==> src/efd_pkg.sv <==
// Purpose: shared constants and types for the external field detect control
// Assumes: 200 MHz clk, analog comparator thresholds given as 4-bit codes
// Notes:   codes map linearly across each threshold's span of levels
package efd_pkg;

  // ----------------------------------------------------------------
  // enable selection and threshold widths
  // ----------------------------------------------------------------
  localparam int          EFD_SEL_W   = 2;
  localparam int          EFD_THR_W   = 4;
  localparam logic [1:0]  EFD_SEL_OFF  = 2'h0;
  localparam logic [1:0]  EFD_SEL_PEER = 2'h1;
  localparam logic [1:0]  EFD_SEL_CA   = 2'h2;
  localparam logic [1:0]  EFD_SEL_AUTO = 2'h3;

  // ----------------------------------------------------------------
  // threshold spans in mV peak-to-peak
  // ----------------------------------------------------------------
  localparam int          EFD_PEER_MIN_MV = 75;
  localparam int          EFD_PEER_MAX_MV = 800;
  localparam int          EFD_CA_MIN_MV   = 25;
  localparam int          EFD_CA_MAX_MV   = 800;

  // ----------------------------------------------------------------
  // reset values and synchroniser depth
  // ----------------------------------------------------------------
  localparam logic [3:0]  EFD_THR_RST = 4'h0;
  localparam int          EFD_SYNC_STAGES = 2;

  typedef enum logic [0:0] {
    EFD_FIELD_OFF = 1'b0,
    EFD_FIELD_ON  = 1'b1
  } efd_field_t;

  typedef struct packed {
    logic [3:0] peer_act;
    logic [3:0] peer_deact;
    logic [3:0] ca_act;
    logic [3:0] ca_deact;
  } efd_cfg_t;

  typedef struct packed {
    logic       field_state;
    logic       on_flag;
    logic       off_flag;
  } efd_stat_t;

endpackage : efd_pkg

==> src/efd_ctrl.sv <==
// Purpose: control logic around the external rf field detector
// Assumes: comparator compares rfi level against thr_level, output async
// Notes:   sticky flags clear on flags_rd; a same-cycle event wins
//
// Contract
// - the detector is enabled only via field_detect_enable_sel and raises no events while it is zero.
// - peer detection and collision avoidance thresholds live in separate independently writable fields.
// - the current detector state is always readable as a read-only status bit.
// - each threshold has its own activation and deactivation level.
// - the activation level applies while no field is seen and the deactivation level once it is seen.
// - equal levels give no hysteresis and repeated on/off events are then allowed.
// - the peer detection code spans 75 to 800 mVpp.
// - while peer detection is the enabled selection the detector runs in low-power mode.
// - in peer detection an event is raised both when a field appears and when it disappears.
// - the collision avoidance threshold applies during the field-on avoidance sequence, spanning 25 to 800 mVpp.
// - in passive target mode a field-on detection starts the mask-receive timer.
`timescale 1ns/1ps
module efd_ctrl
  import efd_pkg::*;
(
  input  wire logic                 clk,
  input  wire logic                 rst,
  input  wire logic [EFD_SEL_W-1:0] field_detect_enable_sel,
  input  wire efd_cfg_t             cfg,
  input  wire logic                 ca_seq_active,
  input  wire logic                 passive_target,
  input  wire logic                 comp_raw,
  input  wire logic                 flags_rd,
  output logic                      det_enable,
  output logic                      low_power,
  output logic                      thr_sel_ca,
  output logic [EFD_THR_W-1:0]      thr_level,
  output efd_stat_t                 status,
  output logic                      field_on_evt,
  output logic                      field_off_evt,
  output logic                      mrt_start
);

  logic       comp_sync;
  logic       enabled;
  logic       use_ca;
  efd_field_t state_q;
  efd_field_t state_d;
  logic       on_flag_q;
  logic       off_flag_q;
  logic       on_evt_q;
  logic       off_evt_q;
  logic       mrt_q;
  logic [3:0] thr_q;
  logic       lp_q;
  logic       ca_q;

  // ----------------------------------------------------------------
  // selection decode
  // ----------------------------------------------------------------
  function automatic logic sel_is_ca(input logic [1:0] sel, input logic ca_seq);
    sel_is_ca = (sel == EFD_SEL_CA) || ((sel == EFD_SEL_AUTO) && ca_seq);
  endfunction : sel_is_ca

  assign enabled = (field_detect_enable_sel != EFD_SEL_OFF);
  assign use_ca  = sel_is_ca(field_detect_enable_sel, ca_seq_active);

  efd_sync u_sync (
    .clk      (clk),
    .rst      (rst),
    .async_in (comp_raw),
    .sync_out (comp_sync)
  );

  // ----------------------------------------------------------------
  // field state
  // ----------------------------------------------------------------
  always_comb begin
    case (state_q)
      EFD_FIELD_OFF: state_d = (enabled && comp_sync) ? EFD_FIELD_ON : EFD_FIELD_OFF;
      EFD_FIELD_ON:  state_d = (enabled && comp_sync) ? EFD_FIELD_ON : EFD_FIELD_OFF;
      default:       state_d = EFD_FIELD_OFF;
    endcase
  end

  always_ff @(posedge clk) begin
    if (rst) begin
      state_q <= EFD_FIELD_OFF;
    end else begin
      state_q <= state_d;
    end
  end

  // ----------------------------------------------------------------
  // threshold selection with hysteresis
  // ----------------------------------------------------------------
  // equal act/deact codes give no hysteresis; chatter is then expected
  always_ff @(posedge clk) begin
    if (rst) begin
      thr_q <= EFD_THR_RST;
      ca_q  <= 1'b0;
      lp_q  <= 1'b0;
    end else begin
      ca_q <= use_ca;
      lp_q <= enabled && !use_ca;
      if (use_ca) begin
        thr_q <= (state_d == EFD_FIELD_ON) ? cfg.ca_deact : cfg.ca_act;
      end else begin
        thr_q <= (state_d == EFD_FIELD_ON) ? cfg.peer_deact : cfg.peer_act;
      end
    end
  end

  // ----------------------------------------------------------------
  // events, sticky flags, mask-receive timer start
  // ----------------------------------------------------------------
  // disabling while on drops the state silently, never an off event
  always_ff @(posedge clk) begin
    if (rst) begin
      on_evt_q  <= 1'b0;
      off_evt_q <= 1'b0;
      mrt_q     <= 1'b0;
    end else begin
      on_evt_q  <= (state_q == EFD_FIELD_OFF) && (state_d == EFD_FIELD_ON);
      off_evt_q <= (state_q == EFD_FIELD_ON) && enabled && !comp_sync;
      mrt_q     <= passive_target && (state_q == EFD_FIELD_OFF) && (state_d == EFD_FIELD_ON);
    end
  end

  always_ff @(posedge clk) begin
    if (rst) begin
      on_flag_q  <= 1'b0;
      off_flag_q <= 1'b0;
    end else begin
      on_flag_q  <= on_evt_q || (on_flag_q && !flags_rd);
      off_flag_q <= off_evt_q || (off_flag_q && !flags_rd);
    end
  end

  assign det_enable         = enabled;
  assign low_power          = lp_q;
  assign thr_sel_ca         = ca_q;
  assign thr_level          = thr_q;
  assign status.field_state = state_q;
  assign status.on_flag     = on_flag_q;
  assign status.off_flag    = off_flag_q;
  assign field_on_evt       = on_evt_q;
  assign field_off_evt      = off_evt_q;
  assign mrt_start          = mrt_q;

  // ----------------------------------------------------------------
  // assertions
  // ----------------------------------------------------------------
  no_evt_off_a: assert property (@(posedge clk) disable iff (rst)
    (field_detect_enable_sel == EFD_SEL_OFF) [*2] |=> !on_evt_q && !off_evt_q)
    else $error("field event while detector disabled");
  thr_indep_a: assert property (@(posedge clk) disable iff (rst)
    (!use_ca && state_d == EFD_FIELD_OFF) |=> thr_q == $past(cfg.peer_act))
    else $error("peer activation level not applied");
  state_follow_a: assert property (@(posedge clk) disable iff (rst)
    (enabled && comp_raw) [*4] |-> status.field_state)
    else $error("status does not show detected field");
  hyst_on_a: assert property (@(posedge clk) disable iff (rst)
    (use_ca && state_d == EFD_FIELD_ON) |=> thr_q == $past(cfg.ca_deact))
    else $error("deactivation level not applied once on");
  lp_peer_a: assert property (@(posedge clk) disable iff (rst)
    (field_detect_enable_sel == EFD_SEL_PEER) |=> low_power)
    else $error("peer detection not in low power");
  on_evt_a: assert property (@(posedge clk) disable iff (rst)
    $rose(status.field_state) |-> field_on_evt)
    else $error("missing field-on event");
  off_evt_a: assert property (@(posedge clk) disable iff (rst)
    (state_q == EFD_FIELD_ON && enabled && !comp_sync) |=> field_off_evt && !status.field_state)
    else $error("missing field-off event");
  mrt_start_a: assert property (@(posedge clk) disable iff (rst)
    (field_on_evt && $past(passive_target)) |-> mrt_start)
    else $error("mrt not started on field-on");
  flag_keep_a: assert property (@(posedge clk) disable iff (rst)
    (field_on_evt && flags_rd) |=> status.on_flag)
    else $error("field-on flag lost on read");
  // a read in the event's own cycle keeps the flag, so clears only hold without an event
  on_flag_set_a: assert property (@(posedge clk) disable iff (rst)
    field_on_evt |=> status.on_flag)
    else $error("field-on flag not set");
  off_flag_set_a: assert property (@(posedge clk) disable iff (rst)
    field_off_evt |=> status.off_flag)
    else $error("field-off flag not set");
  on_flag_clr_a: assert property (@(posedge clk) disable iff (rst)
    (flags_rd && !field_on_evt) |=> !status.on_flag)
    else $error("field-on flag not cleared by read");
  off_flag_clr_a: assert property (@(posedge clk) disable iff (rst)
    (flags_rd && !field_off_evt) |=> !status.off_flag)
    else $error("field-off flag not cleared by read");
  no_state_off_a: assert property (@(posedge clk) disable iff (rst)
    !enabled |=> !status.field_state && !field_off_evt)
    else $error("field state or event while disabled");
  evt_excl_a: assert property (@(posedge clk) disable iff (rst)
    !(field_on_evt && field_off_evt))
    else $error("field-on and field-off in one cycle");
  mrt_cause_a: assert property (@(posedge clk) disable iff (rst)
    mrt_start |-> field_on_evt && $past(passive_target))
    else $error("mrt started without field-on in passive target");
  ca_sel_a: assert property (@(posedge clk) disable iff (rst)
    use_ca |=> thr_sel_ca && !low_power)
    else $error("collision avoidance threshold not selected");
  lp_off_a: assert property (@(posedge clk) disable iff (rst)
    !enabled |=> !low_power)
    else $error("low power while detector disabled");
  peer_deact_a: assert property (@(posedge clk) disable iff (rst)
    (!use_ca && state_d == EFD_FIELD_ON) |=> thr_q == $past(cfg.peer_deact))
    else $error("peer deactivation level not applied once on");
  ca_act_a: assert property (@(posedge clk) disable iff (rst)
    (use_ca && state_d == EFD_FIELD_OFF) |=> thr_q == $past(cfg.ca_act))
    else $error("avoidance activation level not applied");

  // ----------------------------------------------------------------
  // covers
  // ----------------------------------------------------------------
  // chatter with equal levels is legal, so it is covered, not forbidden
  field_on_c:  cover property (@(posedge clk) disable iff (rst) field_on_evt);
  field_off_c: cover property (@(posedge clk) disable iff (rst) field_off_evt);
  ca_on_c:     cover property (@(posedge clk) disable iff (rst) thr_sel_ca && field_on_evt);
  chatter_c:   cover property (@(posedge clk) disable iff (rst) field_off_evt ##1 field_on_evt);
  mrt_c:       cover property (@(posedge clk) disable iff (rst) mrt_start);

endmodule : efd_ctrl

==> src/efd_sync.sv <==
// Purpose: two-flop synchroniser for the analog comparator output
// Assumes: input is asynchronous to clk
// Notes:   first stage feeds only the second stage
`timescale 1ns/1ps
module efd_sync
  import efd_pkg::*;
(
  input  wire logic clk,
  input  wire logic rst,
  input  wire logic async_in,
  output logic      sync_out
);

  logic meta_q;

  // ----------------------------------------------------------------
  // synchroniser stages
  // ----------------------------------------------------------------
  always_ff @(posedge clk) begin
    if (rst) begin
      meta_q   <= 1'b0;
      sync_out <= 1'b0;
    end else begin
      meta_q   <= async_in;
      sync_out <= meta_q;
    end
  end

endmodule : efd_sync

==> config.mk <==
export PLATFORM = sky130hd
export DESIGN_NAME = efd_ctrl
export DESIGN_NICKNAME = d
export VERILOG_FILES = /design/src/efd_pkg.sv /design/src/efd_ctrl.sv /design/src/efd_sync.sv
export SDC_FILE = /design/constraint.sdc
export NUM_CORES = 1
export LEC_CHECK = 0
export BUFFER_PORTS_ARGS = -buffer_cell sky130_fd_sc_hd__buf_2
export CAP_MARGIN = 20
export CORE_MARGIN = 3
export CORE_UTILIZATION = 37
export CTS_BUF_LIST = sky130_fd_sc_hd__clkbuf_16
export CTS_CLUSTER_DIAMETER = 30
export DETAILED_ROUTE_END_ITERATION = 8
export HOLD_SLACK_MARGIN = 0.06
export PLACE_DENSITY = 0.74
export REMOVE_ABC_BUFFERS = 1
export SLEW_MARGIN = 0
export SYNTH_ARGS = -nofsm -noshare
export SYNTH_HDL_FRONTEND = slang
export SYNTH_HIERARCHICAL = 1
export SYNTH_SLANG_ARGS = --single-unit
==> constraint.sdc <==
create_clock -name clk -period 0.9 [get_ports clk]
set_input_delay 0.18 -clock clk [delete_from_list [all_inputs] [get_ports clk]]
set_output_delay 0.18 -clock clk [all_outputs]
set_load 0.01 [all_outputs]
==> impl_metrics.json <==
{
  "status": "finished, violations left",
  "failed_checks": "setup timing",
  "flow.area_growth_from_synthesis_pct": 50.4,
  "drtAntennaViolNets": 0,
  "ys_top_cells_by_area": "dfxtp_1 46%, a221oi_2 9.8%, mux2i_1 6.5%",
  "routabilityCongestion": 0.729,
  "final_area_um2": 926,
  "boundaryPins": 37,
  "grtUsageTotal_pct": 14.2,
  "critPathCaptureType": "register",
  "drv.max_cap_violation_count": 0,
  "dp_cells": 112,
  "worst_skew_pair_later_pin_latency_ns": 0.24,
  "data_required_time_of_the_critical_path_ns": 1.05,
  "layout_common_cells": "35 x buf_2, 8 x dfxtp_1, 7 x inv_1, 6 x dfxtp_2, 6 x buf_4",
  "share_of_flip_flops_with_an_asynchronous_set_or_reset_after_synthesis_pct": 0,
  "synthDominantAreaCellType": "dfxtp_1",
  "worst_slew_pin_slew_ns": 0.288,
  "clock_period_minus_worst_slack_ns": 0.938,
  "finalHoldViolCount": 0,
  "whs_ns": 0.152,
  "seq_area_frac_synth_pct": 45.5,
  "critical_path.max_fanout": 8,
  "detail_route.iter0.violations": 2,
  "worst_path_cell_with_the_longest_stage_delay": "dfxtp_2",
  "standard_cell_core_area_um2": 1540,
  "grt.met2_usage_pct": 24.7,
  "n_antenna_cell": 0,
  "dp_hpwl_mm": 1.11,
  "cts.root.buffer_cell": "clkbuf_16",
  "power.density_nw_per_um2": 1860,
  "postLayoutSetupSlackWorst_ns": -0.0380,
  "grtUsageMet3_pct": 5.36,
  "fp-row-count": 14,
  "number_of_antenna_violations_at_the_first_check_in_global_routing": 0,
  "worst_clock_skew_ns": 0.000636,
  "grt_first_pass_wirelength_mm": 2.15,
  "netlist_area_um2": 616,
  "most_used_routing_layer_in_global_routing": "met2",
  "timing.critical_path.arrival_ns": 1.09,
  "synthesis.yosys.warnings": 6,
  "clock-sinks": 14,
  "cts-htree-levels": 1,
  "clock_path_buffers": 2,
  "port_buffers": 36,
  "avgViaCountPerCell": 4.85,
  "vdd_drop_max_v": 0.000997,
  "cts_setup_buffers": 0,
  "num_vias": 558,
  "relSlewSlack_pct": 80.7,
  "timing.final.setup_violations": 4,
  "cts_made_buffers": 3,
  "report.power.total_uw": 1720,
  "worst-setup-path-type": "reg2reg",
  "grt_setup_unrepaired": "yes",
  "via_count_of_the_first_global_routing_pass": 547,
  "path_clk_slew_ns": 0.04,
  "wl_per_cell_um": 13.1,
  "flip_flop_and_latch_count_after_synthesis": 14,
  "maxClockFrequency_mhz": 1070,
  "length_of_the_first_detailed_routing_pass_in_iterations": 4,
  "design.die.area_um2": 2190,
  "fp.dieW_um": 46.8,
  "hold_path_class": "in2reg",
  "synth_edf_count": 0,
  "grtUsageMet1_pct": 15.1,
  "postRouteWirelength_mm": 1.51,
  "die_height_um": 46.8,
  "final.period_utilization_pct": 104,
  "layout_commonest_cell": "buf_2",
  "totalNegativeSetupSlack_ns": -0.120,
  "drv_slew": 0,
  "pin_count_of_the_biggest_net_entering_global_routing": 11,
  "final_layout_size_suffix_gt1_share_pct": 64.6,
  "drc": 0,
  "synthDominantCellAreaShare_pct": 45.5,
  "max_stage_delay_ns": 0.35,
  "tritoncts": "done",
  "placed_area_um2": 815,
  "ctsHoldBuffers": 0,
  "p_leak_uw": 0.000478,
  "critical_path.cell_chain": "o21ai_4 -> a2bb2oi_2 -> a221oi_2",
  "worstSetupStartpointType": "register",
  "ys_types": 19,
  "initial_core_util_pct": 39.9,
  "grt.overflow.total": 0,
  "synthFlopType": "dfxtp_1",
  "per_instance_average_area_after_synthesis_um2": 10.3,
  "synthCells": 60,
  "number_of_nets_in_the_final_layout": 125,
  "fin_cells": 115
}
==> state kept, by name (all words and copies together), names as in the netlist <==
register and flops:
state_q 1, off_flag_q 1, u_sync/meta_q 1, thr_level 4
low_power 1, field_on_evt 1, thr_sel_ca 1, u_sync/sync_out 1
field_off_evt 1, on_flag_q 1, mrt_start 1
==> what timing repair did <==
item | CTS | global route
resized for setup | 2 | 10
pin swaps | 2 | 2
endpoints found under the setup margin | 5 | 9
==> layer usage <==
metal  routed length [um]  share of wire (%)
met1                  614                 41
met2                  763                 50
met4                   11               0.73
met5                    0                  0
met3                  121                8.0
==> critical path: cells and delay by family, from the launching register on <==
family,cells,cell delay [ns]
DFF,1,0.35
AOI/OAI and AO/OA,3,0.50
==> final cells by class <==
type | instances | area (um2)
flip-flops and latches | 14 | 288
well taps | 16 | 20.0
inverters | 7 | 26.3
fillers | 150 | 616
multi-input cells | 33 | 285
repair buffers | 42 | 231
clock buffers | 3 | 75.1
==> cell families (layout without fill, tap and decap cells) <==
logic type	count (synthesis)	in the layout	synth area share (%)
and+or+nand+nor	17	17	14.8
buffers and inverters	13	52	11.8
DFF	14	14	45.5
muxes	4	4	6.50
AOI/OAI and AO/OA	12	12	21.3
==> cells in the mapped netlist, types with 2 or more instances <==
master	number
dfxtp_1	14
a2bb2oi_1	4
buf_4	4
nor2_1	4
nand2_1	5
a221oi_2	4
inv_1	7
a21oi_1	2
nor2b_1	3
mux2i_1	4
==> path summary, 6_finish.rpt <==
kind,start,to,slack [ns],cells after the start
worst min-delay path,comp_raw,u_sync/meta_q,0.15,2
worst min register to register,u_sync/meta_q,u_sync/sync_out,0.44,1
worst max-delay path,u_sync/sync_out,thr_level[2],-0.04,3
worst max register to register,u_sync/sync_out,thr_level[2],-0.04,3
==> per-stage QoR <==
stage               worst slack, ns  util [%]
floorplan                    -0.182         -
detailed placement           -0.145      52.8
finish                      -0.0380      60.1
global placement             -0.109      52.8
global route                -0.0743      60.1
CTS                         -0.0447      57.9
==> report_power, final <==
part	internal (uW)	switching, uW	leakage, uW
Sequential	652	9.25	0.000118
Combinational	130	116	0.000323
Clock	580	236	0.0000370
(Power assumes the default switching activity.)
